$ cat src/rtl/uart_snooze_pkg.sv
package uart_snooze_pkg;
   // Clock and line rate
   localparam int unsigned CLK_HZ        = 25_000_000;
   localparam int unsigned BAUD_RATE     = 115_200;
   localparam logic [15:0] BAUD_DIV_RST  = 16'(CLK_HZ / BAUD_RATE);

   // Register byte offsets
   localparam logic [7:0] OFF_CTRL   = 8'h00;
   localparam logic [7:0] OFF_BAUD   = 8'h04;
   localparam logic [7:0] OFF_STATUS = 8'h08;
   localparam logic [7:0] OFF_RXDATA = 8'h0c;

   // Control fields
   localparam int CTRL_RX_EN   = 0;
   localparam int CTRL_SLP_EN  = 1;
   localparam int CTRL_SUPPR   = 2;
   localparam int CTRL_PAR_EN  = 3;
   localparam int CTRL_PAR_ODD = 4;
   localparam int CTRL_W       = 5;
   localparam logic [4:0] CTRL_RST = 5'h00;

   // Status fields
   localparam int ST_PE     = 0;
   localparam int ST_FE     = 1;
   localparam int ST_OVR    = 2;
   localparam int ST_AVAIL  = 3;
   localparam int ST_SNOOZE = 4;
   localparam int ST_BUSY   = 5;

   localparam int DATA_BITS  = 8;
   localparam int FIFO_DEPTH = 16;

   localparam logic [1:0] RESP_OKAY   = 2'h0;
   localparam logic [1:0] RESP_SLVERR = 2'h2;

   typedef enum logic [2:0] {RX_IDLE, RX_START, RX_DATA, RX_PARITY, RX_STOP} rx_state_t;
endpackage

$ cat src/rtl/rx_fifo.sv
`timescale 1ns/1ps
module rx_fifo #(
   parameter int WIDTH = 8,
   parameter int DEPTH = 16
) (
   input  wire logic             sys_clk,
   input  wire logic             rst,
   input  wire logic             in_valid,
   output logic                  in_ready,
   input  wire logic [WIDTH-1:0] in_data,
   output logic                  out_valid,
   input  wire logic             out_ready,
   output logic      [WIDTH-1:0] out_data
);
   localparam int AW = $clog2(DEPTH);

   logic [WIDTH-1:0] mem_r [DEPTH];
   logic [WIDTH-1:0] mem_nxt [DEPTH];
   logic [AW-1:0]    wr_ptr_r, wr_ptr_nxt;
   logic [AW-1:0]    rd_ptr_r, rd_ptr_nxt;
   logic [AW:0]      count_r, count_nxt;
   logic             push;
   logic             pop;

   always_comb begin
      push       = in_valid && in_ready;
      pop        = out_valid && out_ready;
      mem_nxt    = mem_r;
      wr_ptr_nxt = wr_ptr_r;
      rd_ptr_nxt = rd_ptr_r;
      count_nxt  = count_r;
      if (push) begin
         mem_nxt[wr_ptr_r] = in_data;
         wr_ptr_nxt        = (wr_ptr_r == AW'(DEPTH - 1)) ? '0 : wr_ptr_r + 1'b1;
      end
      if (pop) begin
         rd_ptr_nxt = (rd_ptr_r == AW'(DEPTH - 1)) ? '0 : rd_ptr_r + 1'b1;
      end
      if (push && !pop) begin
         count_nxt = count_r + 1'b1;
      end else if (pop && !push) begin
         count_nxt = count_r - 1'b1;
      end
   end

   always_ff @(posedge sys_clk) begin
      mem_r <= mem_nxt;
      if (rst) begin
         wr_ptr_r <= '0;
         rd_ptr_r <= '0;
         count_r  <= '0;
      end else begin
         wr_ptr_r <= wr_ptr_nxt;
         rd_ptr_r <= rd_ptr_nxt;
         count_r  <= count_nxt;
      end
   end

   assign in_ready  = (count_r != (AW+1)'(DEPTH));
   assign out_valid = (count_r != '0);
   assign out_data  = mem_r[rd_ptr_r];
endmodule

$ cat src/rtl/uart_snooze_receive.sv
`timescale 1ns/1ps
module uart_snooze_receive #(
   parameter int ADDR_W = 8
) (
   input  wire logic              sys_clk,
   input  wire logic              rst,
   input  wire logic              serial_rx_pin,
   input  wire logic              deep_sleep,
   output logic                   snooze_state,
   output logic                   clock_request,
   output logic                   receive_complete_irq,
   output logic                   receive_error_irq,
   input  wire logic [ADDR_W-1:0] s_axi_awaddr,
   input  wire logic              s_axi_awvalid,
   output logic                   s_axi_awready,
   input  wire logic [31:0]       s_axi_wdata,
   input  wire logic [3:0]        s_axi_wstrb,
   input  wire logic              s_axi_wvalid,
   output logic                   s_axi_wready,
   output logic [1:0]             s_axi_bresp,
   output logic                   s_axi_bvalid,
   input  wire logic              s_axi_bready,
   input  wire logic [ADDR_W-1:0] s_axi_araddr,
   input  wire logic              s_axi_arvalid,
   output logic                   s_axi_arready,
   output logic [31:0]            s_axi_rdata,
   output logic [1:0]             s_axi_rresp,
   output logic                   s_axi_rvalid,
   input  wire logic              s_axi_rready
);
   function automatic logic hit(input logic [ADDR_W-1:0] a, input logic [7:0] off);
      hit = (8'(a) == off);
   endfunction

   // Line synchroniser and edge detect
   logic rx_meta_r, rx_sync_r, rx_prev_r;
   always_ff @(posedge sys_clk) begin
      if (rst) begin
         rx_meta_r <= 1'b1;
         rx_sync_r <= 1'b1;
         rx_prev_r <= 1'b1;
      end else begin
         rx_meta_r <= serial_rx_pin;
         rx_sync_r <= rx_meta_r;
         rx_prev_r <= rx_sync_r;
      end
   end
   logic start_edge;
   assign start_edge = rx_prev_r && !rx_sync_r;

   // Software state
   logic [uart_snooze_pkg::CTRL_W-1:0] ctrl_r, ctrl_nxt;
   logic [15:0] baud_r, baud_nxt;
   logic        pe_r, pe_nxt, fe_r, fe_nxt, ovr_r, ovr_nxt;
   logic        rx_en, slp_en, suppr, par_en, par_odd;
   assign rx_en   = ctrl_r[uart_snooze_pkg::CTRL_RX_EN];
   assign slp_en  = ctrl_r[uart_snooze_pkg::CTRL_SLP_EN];
   assign suppr   = ctrl_r[uart_snooze_pkg::CTRL_SUPPR];
   assign par_en  = ctrl_r[uart_snooze_pkg::CTRL_PAR_EN];
   assign par_odd = ctrl_r[uart_snooze_pkg::CTRL_PAR_ODD];

   // Receiver
   uart_snooze_pkg::rx_state_t rx_state_r, rx_state_nxt;
   logic [15:0] baud_cnt_r, baud_cnt_nxt;
   logic [2:0]  bit_cnt_r, bit_cnt_nxt;
   logic [7:0]  shift_r, shift_nxt;
   logic        par_bad_r, par_bad_nxt;
   logic        snooze_r, snooze_nxt;
   logic        rx_active, tick, done, frame_err, fifo_in_ready, suppress_now;

   assign rx_active    = rx_en && (!deep_sleep || slp_en);
   assign tick         = (baud_cnt_r == '0);
   assign done         = (rx_state_r == uart_snooze_pkg::RX_STOP) && tick && rx_active;
   assign frame_err    = !rx_sync_r;
   assign suppress_now = suppr && snooze_r;

   always_comb begin
      rx_state_nxt = rx_state_r;
      baud_cnt_nxt = tick ? baud_cnt_r : baud_cnt_r - 1'b1;
      bit_cnt_nxt  = bit_cnt_r;
      shift_nxt    = shift_r;
      par_bad_nxt  = par_bad_r;
      case (rx_state_r)
         uart_snooze_pkg::RX_IDLE: begin
            par_bad_nxt = 1'b0;
            if (rx_active && start_edge) begin
               rx_state_nxt = uart_snooze_pkg::RX_START;
               baud_cnt_nxt = baud_r >> 1;
            end
         end
         uart_snooze_pkg::RX_START: begin
            if (tick) begin
               baud_cnt_nxt = baud_r - 1'b1;
               bit_cnt_nxt  = '0;
               rx_state_nxt = rx_sync_r ? uart_snooze_pkg::RX_IDLE : uart_snooze_pkg::RX_DATA;
            end
         end
         uart_snooze_pkg::RX_DATA: begin
            if (tick) begin
               baud_cnt_nxt = baud_r - 1'b1;
               shift_nxt    = {rx_sync_r, shift_r[7:1]};
               bit_cnt_nxt  = bit_cnt_r + 1'b1;
               if (bit_cnt_r == 3'(uart_snooze_pkg::DATA_BITS - 1)) begin
                  rx_state_nxt = par_en ? uart_snooze_pkg::RX_PARITY : uart_snooze_pkg::RX_STOP;
               end
            end
         end
         uart_snooze_pkg::RX_PARITY: begin
            if (tick) begin
               baud_cnt_nxt = baud_r - 1'b1;
               par_bad_nxt  = ((^shift_r) ^ rx_sync_r) != par_odd;
               rx_state_nxt = uart_snooze_pkg::RX_STOP;
            end
         end
         uart_snooze_pkg::RX_STOP: begin
            if (tick) begin
               rx_state_nxt = uart_snooze_pkg::RX_IDLE;
            end
         end
         default: rx_state_nxt = uart_snooze_pkg::RX_IDLE;
      endcase
      if (!rx_active) begin
         rx_state_nxt = uart_snooze_pkg::RX_IDLE;
      end
   end

   // Snooze state entered on a line start edge in deep sleep, left when deep sleep ends
   always_comb begin
      snooze_nxt = snooze_r;
      if (!deep_sleep) begin
         snooze_nxt = 1'b0;
      end else if (slp_en && rx_en && rx_state_r == uart_snooze_pkg::RX_IDLE && start_edge) begin
         snooze_nxt = 1'b1;
      end
   end

   always_ff @(posedge sys_clk) begin
      if (rst) begin
         rx_state_r <= uart_snooze_pkg::RX_IDLE;
         baud_cnt_r <= '0;
         bit_cnt_r  <= '0;
         shift_r    <= '0;
         par_bad_r  <= 1'b0;
         snooze_r   <= 1'b0;
      end else begin
         rx_state_r <= rx_state_nxt;
         baud_cnt_r <= baud_cnt_nxt;
         bit_cnt_r  <= bit_cnt_nxt;
         shift_r    <= shift_nxt;
         par_bad_r  <= par_bad_nxt;
         snooze_r   <= snooze_nxt;
      end
   end

   // Received bytes queue
   logic       fifo_out_valid, pop;
   logic [7:0] fifo_out_data;
   rx_fifo #(
      .WIDTH (uart_snooze_pkg::DATA_BITS),
      .DEPTH (uart_snooze_pkg::FIFO_DEPTH)
   ) u_fifo (
      .sys_clk   (sys_clk),
      .rst       (rst),
      .in_valid  (done),
      .in_ready  (fifo_in_ready),
      .in_data   (shift_r),
      .out_valid (fifo_out_valid),
      .out_ready (pop),
      .out_data  (fifo_out_data)
   );

   // Register bus
   logic              aw_full_r, aw_full_nxt, w_full_r, w_full_nxt;
   logic [ADDR_W-1:0] aw_addr_r, aw_addr_nxt;
   logic [31:0]       w_data_r, w_data_nxt;
   logic [3:0]        w_strb_r, w_strb_nxt;
   logic              awready_nxt, wready_nxt, bvalid_nxt, arready_nxt, rvalid_nxt;
   logic [1:0]        bresp_nxt, rresp_nxt;
   logic [31:0]       rdata_nxt;
   logic              do_write, clr_pe, clr_fe, clr_ovr;
   logic              cmp_irq_nxt, err_irq_nxt, clk_req_nxt;

   always_comb begin
      aw_full_nxt = aw_full_r;
      w_full_nxt  = w_full_r;
      aw_addr_nxt = aw_addr_r;
      w_data_nxt  = w_data_r;
      w_strb_nxt  = w_strb_r;
      bvalid_nxt  = s_axi_bvalid;
      bresp_nxt   = s_axi_bresp;
      rvalid_nxt  = s_axi_rvalid;
      rresp_nxt   = s_axi_rresp;
      rdata_nxt   = s_axi_rdata;
      arready_nxt = s_axi_arready;
      ctrl_nxt    = ctrl_r;
      baud_nxt    = baud_r;
      pop         = 1'b0;
      clr_pe      = 1'b0;
      clr_fe      = 1'b0;
      clr_ovr     = 1'b0;
      if (s_axi_awvalid && s_axi_awready) begin
         aw_full_nxt = 1'b1;
         aw_addr_nxt = s_axi_awaddr;
      end
      if (s_axi_wvalid && s_axi_wready) begin
         w_full_nxt = 1'b1;
         w_data_nxt = s_axi_wdata;
         w_strb_nxt = s_axi_wstrb;
      end
      if (s_axi_bvalid && s_axi_bready) begin
         bvalid_nxt = 1'b0;
      end
      do_write = aw_full_r && w_full_r && !s_axi_bvalid;
      if (do_write) begin
         aw_full_nxt = 1'b0;
         w_full_nxt  = 1'b0;
         bvalid_nxt  = 1'b1;
         bresp_nxt   = uart_snooze_pkg::RESP_OKAY;
         if (hit(aw_addr_r, uart_snooze_pkg::OFF_CTRL)) begin
            if (w_strb_r[0]) ctrl_nxt = w_data_r[uart_snooze_pkg::CTRL_W-1:0];
         end else if (hit(aw_addr_r, uart_snooze_pkg::OFF_BAUD)) begin
            if (w_strb_r[0]) baud_nxt[7:0] = w_data_r[7:0];
            if (w_strb_r[1]) baud_nxt[15:8] = w_data_r[15:8];
         end else if (hit(aw_addr_r, uart_snooze_pkg::OFF_STATUS)) begin
            clr_pe  = w_strb_r[0] && w_data_r[uart_snooze_pkg::ST_PE];
            clr_fe  = w_strb_r[0] && w_data_r[uart_snooze_pkg::ST_FE];
            clr_ovr = w_strb_r[0] && w_data_r[uart_snooze_pkg::ST_OVR];
         end else if (!hit(aw_addr_r, uart_snooze_pkg::OFF_RXDATA)) begin
            bresp_nxt = uart_snooze_pkg::RESP_SLVERR;
         end
      end
      awready_nxt = !aw_full_nxt && !bvalid_nxt;
      wready_nxt  = !w_full_nxt && !bvalid_nxt;
      if (s_axi_rvalid && s_axi_rready) begin
         rvalid_nxt  = 1'b0;
         arready_nxt = 1'b1;
      end
      if (s_axi_arvalid && s_axi_arready) begin
         arready_nxt = 1'b0;
         rvalid_nxt  = 1'b1;
         rresp_nxt   = uart_snooze_pkg::RESP_OKAY;
         rdata_nxt   = '0;
         if (hit(s_axi_araddr, uart_snooze_pkg::OFF_CTRL)) begin
            rdata_nxt[uart_snooze_pkg::CTRL_W-1:0] = ctrl_r;
         end else if (hit(s_axi_araddr, uart_snooze_pkg::OFF_BAUD)) begin
            rdata_nxt[15:0] = baud_r;
         end else if (hit(s_axi_araddr, uart_snooze_pkg::OFF_STATUS)) begin
            rdata_nxt[uart_snooze_pkg::ST_PE]     = pe_r;
            rdata_nxt[uart_snooze_pkg::ST_FE]     = fe_r;
            rdata_nxt[uart_snooze_pkg::ST_OVR]    = ovr_r;
            rdata_nxt[uart_snooze_pkg::ST_AVAIL]  = fifo_out_valid;
            rdata_nxt[uart_snooze_pkg::ST_SNOOZE] = snooze_r;
            rdata_nxt[uart_snooze_pkg::ST_BUSY]   = rx_state_r != uart_snooze_pkg::RX_IDLE;
         end else if (hit(s_axi_araddr, uart_snooze_pkg::OFF_RXDATA)) begin
            rdata_nxt[7:0] = fifo_out_valid ? fifo_out_data : 8'h00;
            pop            = fifo_out_valid;
         end else begin
            rresp_nxt = uart_snooze_pkg::RESP_SLVERR;
         end
      end
      // Hardware set wins over software clear
      pe_nxt      = (pe_r && !clr_pe) || (done && par_bad_r && !suppress_now);
      fe_nxt      = (fe_r && !clr_fe) || (done && frame_err && !suppress_now);
      ovr_nxt     = (ovr_r && !clr_ovr) || (done && !fifo_in_ready && !suppress_now);
      err_irq_nxt = done && !suppress_now && (par_bad_r || frame_err || !fifo_in_ready);
      cmp_irq_nxt = done && fifo_in_ready;
      clk_req_nxt = rx_state_nxt != uart_snooze_pkg::RX_IDLE;
   end

   always_ff @(posedge sys_clk) begin
      if (rst) begin
         aw_full_r            <= 1'b0;
         w_full_r             <= 1'b0;
         aw_addr_r            <= '0;
         w_data_r             <= '0;
         w_strb_r             <= '0;
         s_axi_awready        <= 1'b1;
         s_axi_wready         <= 1'b1;
         s_axi_bvalid         <= 1'b0;
         s_axi_bresp          <= uart_snooze_pkg::RESP_OKAY;
         s_axi_arready        <= 1'b1;
         s_axi_rvalid         <= 1'b0;
         s_axi_rresp          <= uart_snooze_pkg::RESP_OKAY;
         s_axi_rdata          <= '0;
         ctrl_r               <= uart_snooze_pkg::CTRL_RST;
         baud_r               <= uart_snooze_pkg::BAUD_DIV_RST;
         pe_r                 <= 1'b0;
         fe_r                 <= 1'b0;
         ovr_r                <= 1'b0;
         receive_complete_irq <= 1'b0;
         receive_error_irq    <= 1'b0;
         clock_request        <= 1'b0;
         snooze_state         <= 1'b0;
      end else begin
         aw_full_r            <= aw_full_nxt;
         w_full_r             <= w_full_nxt;
         aw_addr_r            <= aw_addr_nxt;
         w_data_r             <= w_data_nxt;
         w_strb_r             <= w_strb_nxt;
         s_axi_awready        <= awready_nxt;
         s_axi_wready         <= wready_nxt;
         s_axi_bvalid         <= bvalid_nxt;
         s_axi_bresp          <= bresp_nxt;
         s_axi_arready        <= arready_nxt;
         s_axi_rvalid         <= rvalid_nxt;
         s_axi_rresp          <= rresp_nxt;
         s_axi_rdata          <= rdata_nxt;
         ctrl_r               <= ctrl_nxt;
         baud_r               <= baud_nxt;
         pe_r                 <= pe_nxt;
         fe_r                 <= fe_nxt;
         ovr_r                <= ovr_nxt;
         receive_complete_irq <= cmp_irq_nxt;
         receive_error_irq    <= err_irq_nxt;
         clock_request        <= clk_req_nxt;
         snooze_state         <= snooze_nxt;
      end
   end
endmodule
$ cat config.mk
export PLATFORM = sky130hd
export DESIGN_NAME = uart_snooze_receive
export DESIGN_NICKNAME = d
export VERILOG_FILES = /design/src/rtl/uart_snooze_pkg.sv /design/src/rtl/rx_fifo.sv /design/src/rtl/uart_snooze_receive.sv
export SDC_FILE = /design/constraint.sdc
export NUM_CORES = 1
export LEC_CHECK = 0
export BUFFER_PORTS_ARGS = -buffer_cell sky130_fd_sc_hd__buf_2
export CAP_MARGIN = 20
export CELL_PAD_IN_SITES_DETAIL_PLACEMENT = 0
export CELL_PAD_IN_SITES_GLOBAL_PLACEMENT = 1
export CORE_UTILIZATION = 48
export CTS_CLUSTER_DIAMETER = 100
export CTS_CLUSTER_SIZE = 20
export DETAILED_ROUTE_END_ITERATION = 12
export PLACE_DENSITY_LB_ADDON = 0.2
export SLEW_MARGIN = 30
export SYNTH_ARGS = -nofsm -noshare
export SYNTH_HDL_FRONTEND = slang
export SYNTH_SLANG_ARGS = --single-unit
$ cat constraint.sdc
create_clock -name sys_clk -period 4.3 [get_ports sys_clk]
set_input_delay 0.86 -clock sys_clk [delete_from_list [all_inputs] [get_ports sys_clk]]
set_output_delay 0.86 -clock sys_clk [all_outputs]
set_load 0.005 [all_outputs]
### Word level (Yosys, flattened, before mapping)

Index checks and enable logic that the tools add are counted.

* logic and storage cells: 231
* flip-flop bits (word level): 256

* add/sub/neg operators: 7
* $lt $le $gt $ge: 3
* equal/unequal tests: 18
* bitwise logic cells: 5
* multiplexer cells: 72
* reduce and logical (&&, ||, !) cells: 76

Operators by type and width (number)
* $bwmux 128: 1
* $mux 8: 7
* $mux 16: 3
* $logic_and 1x1->1: 37
* $bmux 8 s4: 1
* $demux 8 s4: 1
* $eq 8x4->1 const B: 4
* $pmux 16 s2: 1
* $sub 16x1->16 const B: 2
* $mux 3: 10
* $mux 1: 28
* $mux 2: 10
* $eq 8x3->1 const B: 2
* $logic_not 16->1: 1
* $logic_not 8->1: 2
* $mux 5: 3
* $pmux 3 s5: 1
* $logic_not 1->1: 13
* $mux 11: 1
* $ge 5x5->1 const B: 2
* $not 4->5: 2
* $add 4x1->4 const B: 2
* $eq 4x4->1 const B: 2
* $mux 4: 2
* 26 further kinds: 43

### Depth between registers and ports, before layout

* word-level depth: 10
* gate-level depth with buffers: 16

### By module

A second synthesis with hierarchy kept.

* cells, all modules: 951
* area, all modules: 11213.3 um^2

By module, submodules not included
* rx_fifo: area each 5689.2 um^2, cells each 306, times used 1
* uart_snooze_receive: area each 5524.0 um^2, cells each 645, times used 1

### Worst setup path after synthesis

OpenSTA, ideal clock, no wires.

* path type: input -> register
* from: in s_axi_araddr[0]
* to: reg u_fifo.count_r[4]
* data arrival time: 3.610 ns
* slack: 0.620 ns
* cell stages on the path: 11
* path through: or4_1 -> or4_1 -> nand3b_1 -> ha_1 -> inv_1 -> ha_1 -> a21o_1 -> a21oi_1 -> xnor2_1 -> or3_1 -> a21oi_1

* longest elaborated chain between the ends: 10
* elaborated cells on any way between the ends: 15
* classes of those cells: eq/ne (3); mux (6); reduce/logical (6)

RTL lines
* start, declared: RTL line uart_snooze_receive.sv:23 `input wire logic [ADDR_W-1:0] s_axi_araddr,`
* $eq 8x4->1: RTL line uart_snooze_receive.sv:32 `hit = (8'(a) == off);`
* $mux 1: RTL line uart_snooze_receive.sv:254 `end else if (hit(s_axi_araddr, uart_snooze_pkg::OFF_RXDATA)) begin`
* $mux 1: RTL line uart_snooze_receive.sv:247 `end else if (hit(s_axi_araddr, uart_snooze_pkg::OFF_STATUS)) begin`
* $mux 1: RTL line uart_snooze_receive.sv:245 `end else if (hit(s_axi_araddr, uart_snooze_pkg::OFF_BAUD)) begin`
* $mux 1 (*): RTL line uart_snooze_receive.sv:243 `if (hit(s_axi_araddr, uart_snooze_pkg::OFF_CTRL)) begin`
* $mux 1 (*): RTL line uart_snooze_receive.sv:238 `if (s_axi_arvalid && s_axi_arready) begin`
* $logic_and 1x1->1 (*): RTL line rx_fifo.sv:27 `pop = out_valid && out_ready;`
* $logic_not 1->1: RTL line rx_fifo.sv:39 `if (push && !pop) begin`
* $logic_and 1x1->1: RTL line rx_fifo.sv:39
* $mux 5 / $reduce_bool 2->1 (equally long branches)
* end signal, assigned: RTL line rx_fifo.sv:55 `count_r <= count_nxt;`
* end, declared: RTL line rx_fifo.sv:21 `logic [AW:0] count_r, count_nxt;`

Every way passes the cells marked *; elsewhere a longest branch is shown, timed or not.
A chain may end at the register's enable or synchronous reset.

### Worst setup path after layout

* from: reg baud_cnt_r[7]
* to: reg u_fifo.count_r[4]

* longest elaborated chain between the ends: 7
* elaborated cells on any way between the ends: 9
* classes of those cells: mux (1); reduce/logical (8)

RTL lines
* start, declared: RTL line uart_snooze_receive.sv:64 `logic [15:0] baud_cnt_r, baud_cnt_nxt;`
* start signal, assigned: RTL line uart_snooze_receive.sv:147 `baud_cnt_r <= baud_cnt_nxt;`
* $logic_not 16->1 (*): RTL line uart_snooze_receive.sv:72 `assign tick = (baud_cnt_r == '0);`
* $logic_and 1x1->1 (*) (2 in series): RTL line uart_snooze_receive.sv:73 `assign done = (rx_state_r == uart_snooze_pkg::RX_STOP) && tick && rx_active;`
* $logic_and 1x1->1 (*): RTL line rx_fifo.sv:26 `push = in_valid && in_ready;`
* $logic_not 1->1: RTL line rx_fifo.sv:41 `end else if (pop && !push) begin`
* $logic_and 1x1->1: RTL line rx_fifo.sv:41
* $reduce_bool 2->1 (no line)

Marked as above.

==> flow_metrics.py <==
metrics = {
    "critical_path": {
        "worstPathArrival_ns": 4.13,
        "path_cells": "or4_4 > or4b_4 > nor4b_2 > ha_1 > inv_1 > fa_1 > a21o_1 > a21oi_1 > xnor2_1 > or3_1 > a21oi_1",
        "r2r-end": "u_fifo.count_r[4]",
        "cp_slowest_stage_delay_ns": 0.62,
        "crit_path_frequent_cell": "a21oi_1",
        "ff2ff_setup_slack_ns": 0.61,
        "r2r-start": "baud_cnt_r[7]",
        "crit_type": "reg2reg",
        "slowest_stage": "or4b_4",
        "critPathMaxFanout": 9,
        "required_ns": 4.74,
        "r2r_cells": 11,
        "end_kind": "flip-flop",
        "start_kind": "flip-flop",
    },
    "synth": {
        "yosysWarnings": 0,
        "synth_top_area_share_pct": 34.8,
        "synth_most_common_cell": "edfxtp_1",
        "syn-mean-instance-area_sq_um": 11.8,
        "synthTopCellsByArea": "edfxtp_1 35%, dfxtp_1 23%, mux4_2 7.3%",
        "synth_ff_type": "edfxtp_1",
        "synthDistinctLibCells": 72,
        "ys_ff_latch": 254,
        "yosysSeqAreaShare_pct": 57.6,
        "syn_inst": 937,
        "yosys-top-cells-count": "128 x edfxtp_1, 126 x dfxtp_1, 89 x nand2_1",
        "synth.largest_area_cell": "edfxtp_1",
        "async_reset_ff_share_pct": 0,
        "synth_area_sq_um": 11100,
        "synth-edff-count": 128,
    },
    "floorplanning": {
        "die_h_microns": 154,
        "die_x_microns": 154,
        "io_pins": 106,
        "dieArea_sq_um": 23600,
        "initial_core_util_pct": 48.8,
        "core_sq_um": 22600,
        "rows": 55,
    },
    "drt": {
        "drt-initial-drc-count": 568,
        "routed_via_density": 5.75,
        "wl_per_cell_microns": 19.2,
        "wl_mm": 24.6,
        "num_vias": 7378,
        "ant_nets": 0,
        "drc_errors": 0,
        "dr.pass1.iters": 5,
    },
    "grt": {
        "grt_remaining_overflow": 0,
        "antenna_found_initial": 0,
        "grt_pass1_wl_mm": 39.2,
        "grt_pass1_vias": 6888,
        "grt_start_max_net_pins": 58,
        "grtUsageTotal_pct": 21.3,
    },
    "clock_network": {
        "path_clk_slew_ns": 0.09,
        "clockRootBuffer": "clkbuf_16",
        "insertion_delay_ns": 0.51,
        "cts_tree": "yes",
        "cts_max_path_buffers": 3,
        "postCtsHoldBufs": 0,
        "ctsResizeCount": 0,
        "cts_buffers": 16,
        "clock_sinks": 254,
        "cts_max_level": 1,
        "post_cts_buffers": 0,
    },
    "final_layout": {
        "nets": 1066,
        "drive_gt1_share_pct": 16.0,
        "fin_cells": 1284,
        "multi_input_area_sq_um": 4330,
        "seqCellArea_sq_um": 6370,
        "fillCellCount": 1967,
        "final_core_util_pct": 53.4,
        "areaGrowthSynthToFinish_pct": 9.27,
        "diodes": 0,
    },
    "sta": {
        "rsz0062_at_grt": "no",
        "fin_crit_sh_pct": 85.8,
        "slew_headroom_pct": 41.0,
        "finalHoldViolations": 0,
        "period_minus_slack_ns": 3.69,
        "slew_viol_final": 0,
        "fmax_mhz": 271,
        "worstMarginPinSlew_ns": 0.883,
        "fin_skew_ns": 0.0231,
        "holdWs_ns": 0.415,
        "setup_viol": 0,
        "setup_tns_ns": 0,
    },
    "power_and_ir_drop": {
        "leakage_nw": 4.38,
        "peakVddDrop_uv": 307,
        "p_per_area_nw_per_um2": 428,
        "p_total_mw": 5.17,
    },
    "hold_path": {
        "worstHoldEndpoint": "rx_sync_r",
        "hold_path_depth": 1,
        "hp-start": "rx_meta_r",
        "holdCritPathClass": "reg2reg",
    },
    "place": {
        "io_buffer_count": 69,
        "hpwl_mm": 17.0,
        "place_congestion": 0.849,
        "dp_cells": 1258,
    },
    "run": {
        "drv_cap": 0,
    },
    "status": {
        "outcome": "finished, final reports clean",
    },
}
-- cells in the final DEF, fill, tap and decap left out, types with 16 or more instances in the layout --
| master | n |
|---|---|
| mux2i_1 | 44 |
| mux4_2 | 36 |
| dfxtp_1 | 125 |
| conb_1 | 18 |
| edfxtp_1 | 128 |
| inv_1 | 23 |
| buf_4 | 20 |
| and2_1 | 16 |
| clkbuf_16 | 16 |
| nand3_1 | 25 |
| o21ai_0 | 19 |
| nand2_1 | 89 |
| a22oi_1 | 22 |
| nor2_1 | 78 |
| buf_2 | 68 |
| xnor2_1 | 23 |
| a21oi_1 | 67 |
-- flip-flops by register name, indices dropped and copies added, names as in the netlist, 4 cells and up --
name	flops
u_fifo.mem_r	128
baud_cnt_r	16
baud_r	16
s_axi_rdata	16
w_data_r	16
aw_addr_r	8
shift_r	8
ctrl_r	5
u_fifo.count_r	5
u_fifo.rd_ptr_r	4
u_fifo.wr_ptr_r	4
-- layer usage --
metal	vias to the layer above	GRT usage, %	share of wire [%]
li1	3537	-	-
met1	3625	32.1	48
met2	197	32.7	45
met3	19	2.93	5.6
met4	0	4.38	1.1
met5	-	0	0
-- area by class of cell --
type	count	area share, %
flip-flops and latches	254	52.7
multi-input cells	608	35.8
repair buffers	88	4.06
clock buffers	24	3.56
well taps	285	2.95
inverters	23	0.715
clock inverters	2	0.207
-- kinds of logic after synthesis --
| group | Yosys count | share of synthesized area [%] |
|---|---|---|
| simple gates | 297 | 13.2 |
| flops | 254 | 57.6 |
| compound gates | 169 | 9.78 |
| buf+inv | 92 | 3.88 |
| mux | 82 | 11.5 |
| xor+xnor | 28 | 2.34 |
| fa+ha+maj | 14 | 1.65 |
| other cells | 1 | 0.0339 |
-- metrics by stage --
stage	worst slack, ns	cell area (sq um)
3_5_place_dp	0.395	11600
3_3_place_gp	0.421	11600
6_report	0.609	12100
4_1_cts	0.564	12100
5_1_grt	0.381	12100
2_1_floorplan	0.620	11100
-- power by group --
part / leakage [nW] / switching (mW) / internal, mW
sequential: 2.21 / 0.101 / 2.61
combinational: 1.95 / 0.563 / 0.401
clock: 0.218 / 0.792 / 0.706
total: 4.38 / 1.46 / 3.71
-- critical path, delay by kind of cell (launching register included) --
| kind | cells | cell delay [ns] |
|---|---|---|
| AND/OR/NAND/NOR | 4 | 1.89 |
| adder cells (fa/ha/maj) | 2 | 0.72 |
| AO/OA/AOI/OAI | 3 | 0.48 |
| flip-flops | 1 | 0.36 |
| buffers and inverters | 1 | 0.11 |
| XOR/XNOR | 1 | 0.08 |
-- worst max path at each step --
stage	slack, ns	cells after the start	start	endpoint
2_1_floorplan	0.62	11	s_axi_araddr[0]	u_fifo.count_r[4]
3_3_place_gp	0.42	12	s_axi_araddr[0]	u_fifo.count_r[4]
3_5_place_dp	0.40	12	s_axi_araddr[0]	u_fifo.count_r[4]
4_1_cts	0.56	11	baud_cnt_r[7]	u_fifo.count_r[4]
5_1_grt	0.38	13	baud_cnt_r[0]	u_fifo.count_r[4]
6_report	0.61	11	baud_cnt_r[7]	u_fifo.count_r[4]
No activity file was read; power rests on OpenSTA's default activity.
